`config.mk`:
```
export PLATFORM = sky130hd
export DESIGN_NAME = v23tc_top
export DESIGN_NICKNAME = d
export VERILOG_FILES = /design/src/logic/v23tc_pkg.sv /design/src/logic/v23tc_top.sv /design/src/logic/v23tc_window.sv
export SDC_FILE = /design/constraint.sdc
export NUM_CORES = 1
export LEC_CHECK = 0
export ABC_AREA = 1
export BUFFER_PORTS_ARGS = -buffer_cell sky130_fd_sc_hd__buf_2
export CAP_MARGIN = 20
export CORE_UTILIZATION = 60
export CTS_CLUSTER_DIAMETER = 80
export DETAILED_ROUTE_END_ITERATION = 10
export PLACE_DENSITY = 0.8
export SKIP_CTS_REPAIR_TIMING = 1
export SYNTH_ARGS = -nofsm -noshare
export SYNTH_HDL_FRONTEND = slang
export SYNTH_HIERARCHICAL = 1
export SYNTH_SLANG_ARGS = --single-unit
```
`constraint.sdc`:
```
create_clock -name core_clk_in -period 3.7 [get_ports core_clk_in]
set_input_delay 0.925 -clock core_clk_in [delete_from_list [all_inputs] [get_ports core_clk_in]]
set_output_delay 0.925 -clock core_clk_in [all_outputs]
set_load 0.03 [all_outputs]
```
`src/logic/v23tc_pkg.sv`:
```
// Shared constants for the V.23 turnaround controller
package v23tc_pkg;
   // APB register byte offsets
   localparam logic [7:0] REG_FORMAT = 8'h00;
   localparam logic [7:0] REG_CONFIG = 8'h04;
   localparam logic [7:0] REG_COMMAND = 8'h08;
   localparam logic [7:0] REG_STATUS = 8'h0c;
   // Reset values
   localparam logic [7:0] FORMAT_RESET = 8'h00;
   localparam logic [3:0] CONFIG_RESET = 4'h0;
   // Bit positions in the format register
   localparam int FMT_REV_TX = 5;
   localparam int FMT_REV_RX = 4;
   localparam int FMT_FAST_1200 = 2;
   // Bit positions in the config register
   localparam int CFG_NINTH_EN = 0;
   localparam int CFG_NINTH_FRAME = 1;
   localparam int CFG_PIN4_LO = 2;
   localparam logic [1:0] PIN4_ALERT = 2'b11;
   // Bit positions in the command register
   localparam int CMD_REVERSE = 0;
   localparam int CMD_RELEASE = 1;
   localparam int CMD_ALERT_CLR = 2;
   // Rate codes on the rate outputs
   localparam logic [1:0] RATE_OFF = 2'h0;
   localparam logic [1:0] RATE_75 = 2'h1;
   localparam logic [1:0] RATE_600 = 2'h2;
   localparam logic [1:0] RATE_1200 = 2'h3;
   // Result characters
   localparam logic [7:0] CHAR_C = 8'h63;
   localparam logic [7:0] CHAR_V = 8'h76;
   localparam logic [7:0] CHAR_N = 8'h4e;
   // Timing, in ms as printed, and derived cycle counts at 100 MHz
   localparam int unsigned CLK_HZ = 100_000_000;
   localparam int unsigned CYC_PER_MS = CLK_HZ / 1000;
   localparam int unsigned MASTER_WIN_MS = 440;
   localparam int unsigned SLAVE_WIN_MS = 220;
   localparam int unsigned CARRIER_MIN_MS = 40;
   localparam int unsigned DROP_MIN_MS = 20;
   localparam int unsigned MASTER_WIN_CYC = MASTER_WIN_MS * CYC_PER_MS;
   localparam int unsigned SLAVE_WIN_CYC = SLAVE_WIN_MS * CYC_PER_MS;
   localparam int unsigned CARRIER_MIN_CYC = CARRIER_MIN_MS * CYC_PER_MS;
   localparam int unsigned DROP_MIN_CYC = DROP_MIN_MS * CYC_PER_MS;
   // Turnaround sequencer states
   typedef enum logic [1:0] {
      ST_DATA = 2'b00,
      ST_MASTER_WAIT = 2'b01,
      ST_SLAVE_FAST = 2'b10,
      ST_SLAVE_SLOW = 2'b11
   } v23tc_state_t;
endpackage : v23tc_pkg

```
`src/logic/v23tc_top.sv`:
```
// V.23 rate selection, result echo and turnaround sequencing with APB regs
//
// Summary of operation
// RQ1: V.23 only for format xx10xx00 or xx01xx10
// RQ2: Reverse-transmit bit: send 75, receive fast
// RQ3: Reverse-receive bit: receive 75, send fast
// RQ4: Fast rate bit picks 1200, else 600
// RQ5: Connect sending fast, receiving 75: echo c
// RQ6: Connect sending 75, receiving fast: echo v
// RQ7: Master sends at 75; slave sends fast
// RQ8: Host escapes to command mode before turnaround
// RQ9: Host requests turnaround only while master
// RQ10: Reverse-online command starts turnaround, back online
// RQ11: Master: carrier to 1300, 390 found: c
// RQ12: Master 440 ms without 390: hang up, N
// RQ13: Slave: carrier drop over 20 ms reverses
// RQ14: Slave finds 1300: alert, next echo v
// RQ15: Else reverse again; 390 found: alert, c
// RQ16: Second check fails: hang up, alert, N
// RQ17: Master success or first slave check success updates both direction bits
// RQ18: Host sets pin-four function to alert
// RQ19: Ninth bit mirrors alert when so configured
// RQ20: Carrier time summed; win over 40 ms
`timescale 1ns/100ps
module v23tc_top
   import v23tc_pkg::*;
#(
   parameter int unsigned MASTER_WIN = v23tc_pkg::MASTER_WIN_CYC,
   parameter int unsigned SLAVE_WIN = v23tc_pkg::SLAVE_WIN_CYC,
   parameter int unsigned CARRIER_MIN = v23tc_pkg::CARRIER_MIN_CYC,
   parameter int unsigned DROP_MIN = v23tc_pkg::DROP_MIN_CYC
) (
   input wire logic core_clk_in,
   input wire logic rst_in,
   input wire logic psel_in,
   input wire logic penable_in,
   input wire logic pwrite_in,
   input wire logic [7:0] paddr_in,
   input wire logic [31:0] pwdata_in,
   output logic [31:0] prdata_out,
   output logic pready_out,
   output logic pslverr_out,
   input wire logic connect_in,
   input wire logic rx_carrier_390_in,
   input wire logic rx_carrier_1300_in,
   output logic [1:0] tx_rate_out,
   output logic [1:0] rx_rate_out,
   output logic tx_carrier_1300_out,
   output logic hangup_out,
   output logic echo_valid_out,
   output logic [7:0] echo_char_out,
   output logic alert_out,
   output logic ninth_bit_out
);
   import v23tc_pkg::*;

   if (CARRIER_MIN == 0 || DROP_MIN == 0 || CARRIER_MIN >= SLAVE_WIN ||
       CARRIER_MIN >= MASTER_WIN)
      $error("v23tc_top: carrier minimum must be nonzero and below windows");

   logic [7:0] modem_format_select;
   logic [3:0] config_bits;
   logic alert;
   logic [7:0] pending_char;
   logic pending_valid;
   v23tc_state_t state;
   logic [31:0] drop_cnt;
   logic win_start;
   logic win_carrier;
   logic [31:0] win_len;
   logic win_done;
   logic win_found;
   logic v23_enable;
   logic master;
   logic wr_access;
   logic mapped;
   logic cmd_reverse;
   logic cmd_release;
   logic cmd_alert_clr;
   logic drop_long;
   logic master_ok;
   logic master_fail;
   logic slave_fast_ok;
   logic slave_fast_fail;
   logic slave_slow_ok;
   logic slave_slow_fail;

   ////////////////////////////////////////////////////////////////////////
   // Mode decode
   assign v23_enable =
      (modem_format_select[5:4] == 2'b10 &&
       modem_format_select[1:0] == 2'b00) ||
      (modem_format_select[5:4] == 2'b01 &&
       modem_format_select[1:0] == 2'b10); // [RQ1]
   assign master = v23_enable && modem_format_select[FMT_REV_TX]; // [RQ7]

   // APB decode; zero-wait slave, unmapped offsets answer with an error
   assign mapped = paddr_in == REG_FORMAT || paddr_in == REG_CONFIG ||
                   paddr_in == REG_COMMAND || paddr_in == REG_STATUS;
   assign pready_out = 1'b1;
   assign pslverr_out = psel_in && penable_in && !mapped;
   assign wr_access = psel_in && penable_in && pwrite_in;
   assign cmd_reverse = wr_access && paddr_in == REG_COMMAND &&
                        pwdata_in[CMD_REVERSE];
   assign cmd_release = wr_access && paddr_in == REG_COMMAND &&
                        pwdata_in[CMD_RELEASE];
   assign cmd_alert_clr = wr_access && paddr_in == REG_COMMAND &&
                          pwdata_in[CMD_ALERT_CLR];

   // Window verdicts qualified by the step that launched the window
   assign master_ok = state == ST_MASTER_WAIT && win_done && win_found;
   assign master_fail = state == ST_MASTER_WAIT && win_done && !win_found;
   assign slave_fast_ok = state == ST_SLAVE_FAST && win_done && win_found;
   assign slave_fast_fail = state == ST_SLAVE_FAST && win_done && !win_found;
   assign slave_slow_ok = state == ST_SLAVE_SLOW && win_done && win_found;
   assign slave_slow_fail = state == ST_SLAVE_SLOW && win_done && !win_found;
   // Remote master sends on 390 Hz; its silence is the reversal cue
   assign drop_long = state == ST_DATA && v23_enable && !master &&
                      drop_cnt >= 32'(DROP_MIN); // [RQ13]

   ////////////////////////////////////////////////////////////////////////
   // Format register; hardware direction update wins over a software write
   always_ff @(posedge core_clk_in)
   begin
      if (rst_in)
         modem_format_select <= FORMAT_RESET;
      else if (master_ok)
      begin
         modem_format_select[FMT_REV_TX] <= 1'b0; // [RQ17]
         modem_format_select[FMT_REV_RX] <= 1'b1; // [RQ17]
      end
      else if (slave_fast_ok)
      begin
         modem_format_select[FMT_REV_TX] <= 1'b1; // [RQ17]
         modem_format_select[FMT_REV_RX] <= 1'b0; // [RQ17]
      end
      else if (wr_access && paddr_in == REG_FORMAT)
         modem_format_select <= pwdata_in[7:0];
   end

   // Config register: ninth-bit options and pin-four function
   always_ff @(posedge core_clk_in)
   begin
      if (rst_in)
         config_bits <= CONFIG_RESET;
      else if (wr_access && paddr_in == REG_CONFIG)
         config_bits <= pwdata_in[3:0];
   end

   // Read data captured in the setup cycle, stable through access
   always_ff @(posedge core_clk_in)
   begin
      if (rst_in)
         prdata_out <= '0;
      else if (psel_in && !penable_in)
      begin
         case (paddr_in)
            REG_FORMAT: prdata_out <= {24'h0, modem_format_select};
            REG_CONFIG: prdata_out <= {28'h0, config_bits};
            REG_STATUS: prdata_out <= {16'h0, pending_char, 2'h0,
                                       pending_valid, alert, state,
                                       master, v23_enable};
            default: prdata_out <= '0;
         endcase
      end
   end

   ////////////////////////////////////////////////////////////////////////
   // Carrier-drop timer, only meaningful while slave and online
   always_ff @(posedge core_clk_in)
   begin
      // Held clear while V.23 is off, or enabling would look like a drop
      if (rst_in || state != ST_DATA || rx_carrier_390_in || master ||
          !v23_enable)
         drop_cnt <= '0;
      else if (drop_cnt < 32'(DROP_MIN))
         drop_cnt <= drop_cnt + 1'b1;
   end

   // Turnaround sequencer
   always_ff @(posedge core_clk_in)
   begin
      if (rst_in)
         state <= ST_DATA;
      else
      begin
         case (state)
            ST_DATA:
               // A request while slave is ignored; the host must not send it
               if (cmd_reverse && master) // [RQ10] [RQ9]
                  state <= ST_MASTER_WAIT;
               else if (drop_long)
                  state <= ST_SLAVE_FAST; // [RQ13]
            ST_MASTER_WAIT:
               if (win_done)
                  state <= ST_DATA;
            ST_SLAVE_FAST:
               if (slave_fast_fail)
                  state <= ST_SLAVE_SLOW; // [RQ15]
               else if (win_done)
                  state <= ST_DATA;
            ST_SLAVE_SLOW:
               if (win_done)
                  state <= ST_DATA;
            default: state <= ST_DATA;
         endcase
      end
   end

   // Window launch and what it listens for in each step
   assign win_start = (state == ST_DATA && cmd_reverse && master) ||
                      drop_long || slave_fast_fail;
   always_comb
   begin
      win_carrier = rx_carrier_390_in;
      win_len = 32'(SLAVE_WIN);
      if (state == ST_MASTER_WAIT || (state == ST_DATA && !drop_long))
         win_len = 32'(MASTER_WIN); // [RQ11]
      if (drop_long || state == ST_SLAVE_FAST)
         win_carrier = rx_carrier_1300_in; // [RQ14]
   end

   v23tc_window #(
      .WIDTH(32)
   ) u_window (
      .core_clk_in(core_clk_in),
      .rst_in(rst_in),
      .start_in(win_start),
      .carrier_in(win_carrier),
      .window_cyc_in(win_len),
      .min_cyc_in(32'(CARRIER_MIN)),
      .done_out(win_done),
      .found_out(win_found)
   );

   ////////////////////////////////////////////////////////////////////////
   // Line-side outputs: rates, carrier tone, hang-up pulse
   always_ff @(posedge core_clk_in)
   begin
      if (rst_in || !v23_enable)
      begin
         tx_rate_out <= RATE_OFF;
         rx_rate_out <= RATE_OFF;
      end
      else if (modem_format_select[FMT_REV_TX])
      begin
         tx_rate_out <= RATE_75; // [RQ2]
         rx_rate_out <= modem_format_select[FMT_FAST_1200] ?
                        RATE_1200 : RATE_600; // [RQ4]
      end
      else
      begin
         rx_rate_out <= RATE_75; // [RQ3]
         tx_rate_out <= modem_format_select[FMT_FAST_1200] ?
                        RATE_1200 : RATE_600; // [RQ4]
      end
   end

   always_ff @(posedge core_clk_in)
   begin
      if (rst_in)
      begin
         tx_carrier_1300_out <= 1'b0;
         hangup_out <= 1'b0;
      end
      else
      begin
         hangup_out <= master_fail || slave_slow_fail; // [RQ12] [RQ16]
         case (state)
            ST_MASTER_WAIT: tx_carrier_1300_out <= 1'b1; // [RQ11]
            ST_SLAVE_FAST: tx_carrier_1300_out <= 1'b0; // [RQ13]
            ST_SLAVE_SLOW: tx_carrier_1300_out <= 1'b1; // [RQ15]
            default: tx_carrier_1300_out <= v23_enable && !master; // [RQ7]
         endcase
      end
   end

   ////////////////////////////////////////////////////////////////////////
   // Host echo: immediate results, or a slave result held until released
   always_ff @(posedge core_clk_in)
   begin
      if (rst_in)
      begin
         echo_valid_out <= 1'b0;
         echo_char_out <= 8'h00;
      end
      else
      begin
         echo_valid_out <= 1'b0;
         if (connect_in && v23_enable)
         begin
            echo_valid_out <= 1'b1;
            echo_char_out <= master ? CHAR_V : CHAR_C; // [RQ5] [RQ6]
         end
         else if (master_ok || master_fail)
         begin
            echo_valid_out <= 1'b1;
            echo_char_out <= master_ok ? CHAR_C : CHAR_N; // [RQ11] [RQ12]
         end
         else if (cmd_release && pending_valid)
         begin
            echo_valid_out <= 1'b1;
            echo_char_out <= pending_char;
         end
      end
   end

   // Slave result; a new verdict overrides a release in the same cycle
   always_ff @(posedge core_clk_in)
   begin
      if (rst_in)
      begin
         pending_valid <= 1'b0;
         pending_char <= 8'h00;
      end
      else if (slave_fast_ok || slave_slow_ok || slave_slow_fail)
      begin
         pending_valid <= 1'b1;
         pending_char <= slave_fast_ok ? CHAR_V : // [RQ14]
                         slave_slow_ok ? CHAR_C : CHAR_N; // [RQ15] [RQ16]
      end
      else if (cmd_release && !(connect_in && v23_enable) &&
               !master_ok && !master_fail)
         pending_valid <= 1'b0;
   end

   // Sticky alert; a set in the clear cycle wins
   always_ff @(posedge core_clk_in)
   begin
      if (rst_in)
         alert <= 1'b0;
      else if (slave_fast_ok || slave_slow_ok || slave_slow_fail)
         alert <= 1'b1; // [RQ14] [RQ15] [RQ16]
      else if (cmd_alert_clr)
         alert <= 1'b0;
   end

   // Pin four carries alert only when the host selected that function
   assign alert_out = alert &&
      config_bits[CFG_PIN4_LO+1:CFG_PIN4_LO] == PIN4_ALERT; // [RQ18]
   assign ninth_bit_out = alert && config_bits[CFG_NINTH_EN] &&
                          !config_bits[CFG_NINTH_FRAME]; // [RQ19]
endmodule : v23tc_top

```
`src/logic/v23tc_window.sv`:
```
// Carrier accumulation window: sums carrier time until threshold or expiry
`timescale 1ns/100ps
module v23tc_window #(
   parameter int unsigned WIDTH = 32
) (
   input wire logic core_clk_in,
   input wire logic rst_in,
   input wire logic start_in,
   input wire logic carrier_in,
   input wire logic [WIDTH-1:0] window_cyc_in,
   input wire logic [WIDTH-1:0] min_cyc_in,
   output logic done_out,
   output logic found_out
);
   import v23tc_pkg::*;

   logic running;
   logic [WIDTH-1:0] elapsed;
   logic [WIDTH-1:0] acc;
   logic hit;
   logic expire;

   // Presence need not be continuous: short fades pause the total but do not clear it
   assign hit = running && carrier_in && (acc >= min_cyc_in); // [RQ20]
   assign expire = running && !hit && (elapsed >= window_cyc_in - 1'b1);

   ////////////////////////////////////////////////////////////////////////
   // Window run flag and counters
   always_ff @(posedge core_clk_in)
   begin
      if (rst_in || start_in)
      begin
         running <= start_in;
         elapsed <= '0;
         acc <= '0;
      end
      else if (running)
      begin
         elapsed <= elapsed + 1'b1;
         if (carrier_in)
            acc <= acc + 1'b1; // [RQ20]
         if (hit || expire)
            running <= 1'b0;
      end
   end

   // One-cycle verdict; found marks the success case
   always_ff @(posedge core_clk_in)
   begin
      if (rst_in)
      begin
         done_out <= 1'b0;
         found_out <= 1'b0;
      end
      else
      begin
         done_out <= hit || expire;
         found_out <= hit;
      end
   end
endmodule : v23tc_window

```
==> flow_summary_export.csv, run 1 <==
group,metric,value,unit
global_routing,antenna_found_initial,0,
setup_path,critical_path_required,4.03,ns
timing,finClkSkew,0.0107,ns
cells_and_area,layout-drive-gt1-share,8.37,%
timing,worst_slew_pin_slew,0.602,ns
timing,fin_crit_sh,88.7,%
timing,fin_crit,3.28,ns
cts,clk_latency,0.43,ns
placement,place.gp.congestion,0.857,
cells_and_area,fin_area,10900,µm²
cells_and_area,stdcell_count,1835,
cts,htree_levels,4,
global_routing,grt_pass1_vias,8225,
setup_path,arrival,3.61,ns
timing,fin_tns_setup,0,ns
setup_path,critPathMaxFanout,11,
yosys,ys_types,46,
global_routing,grt_max_degree,36,
setup_path,crit_cells,22,
yosys,yosys.area.top_type,"dfxtp_1",
yosys,synth_top_cell_area_share,31.0,%
timing,hold_ws,0.431,ns
cells_and_area,syn_to_final_growth,14.1,%
setup_path,crit_chain,"nor2_1, nand3_1, nor2_1, nand2_1, nor2_1, nand2_1, nand2_1, nand2_2, inv_1, buf_4, xnor2_1, inv_1, ha_1, nand2_1, nor2_1, nand4_1, nor2_1, nand2_1, nand2_1, nand2_1, nand3_1, nand2_1",
power_and_ir_drop,leakage,5.01,nW
global_routing,grtUsageTotal,26.3,%
routing,drc,0,
routing,drtIter0Drc,564,
cts,clk_path_buf_depth,2,
setup_path,r2r-end,"u_window/running",
floorplan,chipWidth,128,µm
job,cap_violations,0,
cts,cts_tree,"done",
setup_path,worst_r2r_path_depth,22,
setup_path,critPathLaunchType,"flop",
power_and_ir_drop,power.density,314,nW/µm²
floorplan,dieArea,16500,µm²
min_path,min_path_type,"reg2reg",
global_routing,grt_pass1_wl,35200,µm
cells_and_area,antennaDiodeCount,0,
timing,hold_viol,0,
yosys,synth_edf_count,0,
floorplan,rows,45,
yosys,synth_flop_cell,"dfxtp_1",
timing,rsz0062_at_grt,"false",
yosys,synthArstFlopShare,0,%
setup_path,startpoint,"drop_cnt[28]",
cts,clock_sinks,148,
global_routing,overflow,0,
floorplan,core,15400,µm²
cts,path_clk_slew,0.06,ns
yosys,synth-seq-cells,148,
setup_path,worst-path-buf-inv,3,
setup_path,critPathTopFamily,"simple AND/OR/NAND/NOR gates",
setup_path,cp_slowest_cell,"dfxtp_1",
setup_path,cp_common_cell,"nand2_1",
placement,placement.cell_area,10400,µm²
yosys,synth_warnings,6,
setup_path,crit_path_end,"u_window/running",
setup_path,worst-setup-path-type,"reg2reg",
status,status,"finished, final reports clean",
yosys,syn_area_per_cell,6.56,µm²
placement,place_inst,1803,
yosys,synthCells,1458,
timing,relSlewSlack,59.5,%
setup_path,cp_slowest_stage_delay,0.31,ns
placement,hpwl,15600,µm
setup_path,rr_startpoint,"drop_cnt[28]",
yosys,synth-seq-area-share,31.0,%
floorplan,start_util,62.3,%
floorplan,fp.dieH,128,µm
routing,wire_per_inst,11.3,µm
timing,max_freq,0.305,GHz
setup_path,critPathCaptureType,"flop",
placement,port_buffers,55,
floorplan,num_io_pins,99,
yosys,synthesis.area,9570,µm²
timing,setup_viol,0,
cts,cts_root_buf,"clkbuf_16",
routing,drt-total-wl,20700,µm
routing,vias_per_cell,4.99,
routing,vias,9149,
setup_path,rrSetupSlack,0.42,ns
timing,slew_violations,0,
yosys,synth_area_leaders,"dfxtp_1 (31%), nand2_1 (12%), inv_1 (9.3%)",
cts,cts_buffers,17,
routing,ant_nets,0,
routing,drt-pass1-iter-count,5,
power_and_ir_drop,vdd_drop_max,0.361,mV
cells_and_area,layout.nets,1728,
==> power breakdown <==
group / total, W / internal [W] / switching (W)
Clock: 0.00165 / 0.000887 / 0.000764
Sequential: 0.00159 / 0.00159 / 0.000000633
Combinational: 0.000185 / 0.0000551 / 0.000130
Total: 0.00343 / 0.00254 / 0.000894
==> synth_stat cells, types with 3 or more instances <==
cell type,instances
buf_4,23
o21a_1,6
nor3b_1,3
a21oi_1,105
nor2_2,5
xor2_1,26
clkbuf_1,13
o211ai_1,5
nand3_1,62
nand2_2,6
o21bai_1,5
a21o_1,5
nor3_1,45
nor4_1,8
nor2_4,7
o21ai_1,8
nor2_1,214
inv_2,4
nand2_1,317
xnor2_1,24
ha_1,69
nand4_1,25
dfxtp_1,148
inv_1,237
buf_2,4
or2_2,3
o21ai_0,55
==> flip-flops by register name (all words and copies together) (netlist names) <==
| name | count |
|---|---|
| u_window/found_out | 1 |
| state | 2 |
| u_window/running | 1 |
| tx_rate_out | 2 |
| modem_format_select | 8 |
| echo_valid_out | 1 |
| prdata_out | 14 |
| rx_rate_out | 2 |
| hangup_out | 1 |
| drop_cnt | 32 |
| u_window/elapsed | 32 |
| echo_char_out | 6 |
| config_bits | 4 |
| tx_carrier_1300_out | 1 |
| pending_char | 6 |
| pending_valid | 1 |
| u_window/done_out | 1 |
| u_window/acc | 32 |
| alert | 1 |
==> layout by cell type (no fill, tap or decap), types with 6 or more instances in the layout <==
cell	count
a21oi_1	105
buf_2	55
buf_4	8
clkbuf_16	17
conb_1	114
dfxtp_1	148
ha_1	69
inv_1	237
nand2_1	316
nand2_2	7
nand3_1	62
nand4_1	25
nor2_1	213
nor2_2	6
nor2_4	7
nor3_1	45
nor4_1	8
o21a_1	6
o21ai_0	55
o21ai_1	8
xnor2_1	24
xor2_1	26
==> cells by family after synthesis <==
family | after synthesis | synth area share (%)
AOI/OAI and AO/OA | 197 | 11.1
xor gates and xnor gates | 50 | 4.58
adders and majority gates | 69 | 9.02
buffers and inverters | 283 | 12.1
DFF | 148 | 31.0
other | 2 | 0.0785
and+or+nand+nor | 709 | 32.1
==> metal layers <==
metal	track usage [%]	wire length [µm]	share of wire, %
met5	0	0	0
met3	4.30	1050	5.1
met2	45.0	9770	47
met4	10.2	312	1.5
met1	33.0	9580	46
==> through the flow <==
step                setup slack (ns)  util, %  power (W)
global route                  0.0191     71.0    0.00356
finish                         0.418     71.0    0.00343
detailed placement             0.333     67.4    0.00181
CTS                            0.304     71.0    0.00344
global placement               0.406     67.4    0.00180
floorplan                      0.587        -    0.00179
==> worst min-delay path by stage <==
stage | from | endpoint | depth (start not counted)
after floorplan | drop_cnt[23] | drop_cnt[23] | 2
after global placement | drop_cnt[29] | drop_cnt[29] | 2
after detailed placement | drop_cnt[24] | drop_cnt[24] | 2
after CTS | drop_cnt[24] | drop_cnt[24] | 2
after global routing | drop_cnt[23] | drop_cnt[23] | 2
final | drop_cnt[23] | drop_cnt[23] | 2
==> final cells by class <==
type	count	area [µm²]
Sequential cell	148	2960
Clock inverter	15	135
Multi-Input combinational cell	1139	5870
Tap cell	211	264
Clock buffer	17	425
Timing Repair Buffer	64	355
Fill cell	1324	4450
Inverter	241	905
==> tightest hold or removal path, cell delays in order, from the launching register on <==
cell     delay (ns)
dfxtp_1        0.31
inv_1          0.05
nor2_1         0.04
(Power assumes the default switching activity.)
==> run 2: changes to the inputs <==
PLACE_DENSITY = 0.81   (was 0.8)
==> run 2 against run 1 <==
Compared with the run above: sequential cell count did not move; via count down 0.51%; global-route usage decreased by 0.32 points; sequential power hardly changed; first-iteration DRC count shrank 0.71%; sequential share of layout area shrank 0.11 points; register-to-register slack better by 0.09 ns; die area is the same; core utilization rose by 0.28 points; critical endpoint unchanged; largest power group unchanged; highest routed layer unchanged.
==> flow_summary_export.csv, run 2 (synthesis gave the netlist of run 1 again) <==
group,metric,value,unit
status,status,"finished, final reports clean",
cts,cts_root_buf,"clkbuf_16",
timing,setup_viol,0,
setup_path,critPathLaunchType,"flop",
cts,htree_levels,4,
setup_path,cp_slowest_cell,"dfxtp_1",
timing,fin_crit,3.19,ns
routing,drt-pass1-iter-count,5,
cts,clk_latency,0.44,ns
min_path,min_to,"drop_cnt[29]",
cts,clock_sinks,148,
min_path,hp-start,"drop_cnt[29]",
setup_path,critPathCaptureType,"flop",
cts,cts_tree,"done",
timing,max_freq,0.314,GHz
setup_path,r2r-end,"u_window/running",
global_routing,grt_max_degree,36,
routing,drtIter0Drc,560,
setup_path,rrSetupSlack,0.51,ns
cts,cts_buffers,17,
setup_path,cp_slowest_stage_delay,0.46,ns
floorplan,num_io_pins,99,
min_path,min_delay_path_depth,2,
routing,drt-total-wl,20900,µm
global_routing,grt_pass1_wl,34600,µm
setup_path,worst_r2r_path_depth,21,
cells_and_area,reg_top3,"drop_cnt: 32 flops, u_window/acc: 32 flops, u_window/elapsed: 32 flops",
cells_and_area,layout_commonest_cell,"nand2_1",
timing,fin_crit_sh,86.2,%
setup_path,worst-setup-path-type,"reg2reg",
routing,vias,9102,
setup_path,cp_common_cell,"nand2_1",
placement,dp_slack,0.525,ns
job,cap_violations,0,
global_routing,antenna_found_initial,0,
cells_and_area,layout.nets,1729,
setup_path,crit_chain,"inv_1, o21ai_1, nand3_1, nor3_1, nand2_1, nand2_1, buf_4, xnor2_1, inv_1, ha_1, nand2_1, nor2_1, nand2_1, nor2_1, nor2_1, nand2_1, nand2_1, nand2_1, nand2_1, nand3_1, nand2_1",
global_routing,grt_pass1_vias,7937,
cts,path_clk_slew,0.06,ns
cells_and_area,layout_common_cells,"nand2_1 (317), inv_1 (237), nor2_1 (213), dfxtp_1 (148), conb_1 (114)",
power_and_ir_drop,finalPower,0.00357,W
timing,finClkSkew,0.0140,ns
global_routing,overflow,0,
cells_and_area,syn_to_final_growth,14.5,%
timing,worst_slew_pin_slew,0.546,ns
power_and_ir_drop,power.density,326,nW/µm²
placement,place.gp.congestion,0.882,
floorplan,core,15400,µm²
power_and_ir_drop,vdd_drop_max,0.450,mV
timing,fin_tns_setup,0,ns
floorplan,chipWidth,128,µm
power_and_ir_drop,leakage,5.04,nW
placement,place_inst,1804,
setup_path,rr_startpoint,"modem_format_select[5]",
setup_path,critPathMaxFanout,9,
routing,wire_per_inst,11.4,µm
floorplan,rows,45,
timing,rsz0062_at_grt,"false",
cells_and_area,layout-drive-gt1-share,8.37,%
cells_and_area,stdcell_count,1836,
routing,ant_nets,0,
floorplan,start_util,62.3,%
timing,relSlewSlack,63.5,%
timing,slew_violations,0,
timing,hold_viol,0,
setup_path,arrival,3.52,ns
routing,drc,0,
placement,port_buffers,55,
cts,clk_path_buf_depth,2,
floorplan,dieArea,16500,µm²
routing,vias_per_cell,4.96,
cells_and_area,antennaDiodeCount,0,
min_path,min_path_type,"reg2reg",
timing,setup_slack,0.512,ns
placement,hpwl,15600,µm
setup_path,critical_path_required,4.03,ns
global_routing,grtUsageTotal,26.0,%
floorplan,fp.dieH,128,µm
-- run 2: metal layers --
layer  global-route usage (%)  wire [µm]
met5                        0          0
met4                     9.97        361
met3                     3.55        865
met2                     45.7      10100
met1                     32.1       9540
-- run 2: worst max-delay path, delay by kind of cell, from the launching register on --
family	cells	cell delay [ns]
AOI/OAI and AO/OA	1	0.16
xor gates and xnor gates	1	0.12
adders and majority gates	1	0.28
buffers and inverters	3	0.36
DFF	1	0.46
and+or+nand+nor	15	1.67
-- run 2: layout make-up --
type	count	area, µm²
sequential	148	2960
timing repair buffer	65	350
clock inverter	15	185
clock buffer	17	425
multi-input combinational	1139	5870
fill	1325	4410
tap	211	264
inverter	241	905
-- run 2: worst max path at each step --
stage,from,slack [ns],endpoint,depth (start not counted)
6_report,modem_format_select[5],0.51,u_window/running,21
5_1_grt,modem_format_select[5],0.11,u_window/acc[26],20
4_1_cts,modem_format_select[5],0.52,u_window/running,21
3_5_place_dp,modem_format_select[5],0.53,u_window/running,21
3_3_place_gp,modem_format_select[5],0.55,u_window/running,21
2_1_floorplan,drop_cnt[12],0.59,u_window/running,25
-- run 2: stage by stage --
step	utilization [%]	hold WS (ns)	area, µm²
2_1_floorplan	-	0.408	9990
5_1_grt	71.3	0.449	11000
3_5_place_dp	67.3	0.417	10300
3_3_place_gp	67.3	0.415	10300
4_1_cts	71.3	0.427	11000
6_report	71.3	0.426	11000
-- run 2: power breakdown --
group / internal (W) / switching [W]
Sequential: 0.00159 / 0.000000602
Clock: 0.00103 / 0.000766
Combinational: 0.0000540 / 0.000131
Total: 0.00267 / 0.000897
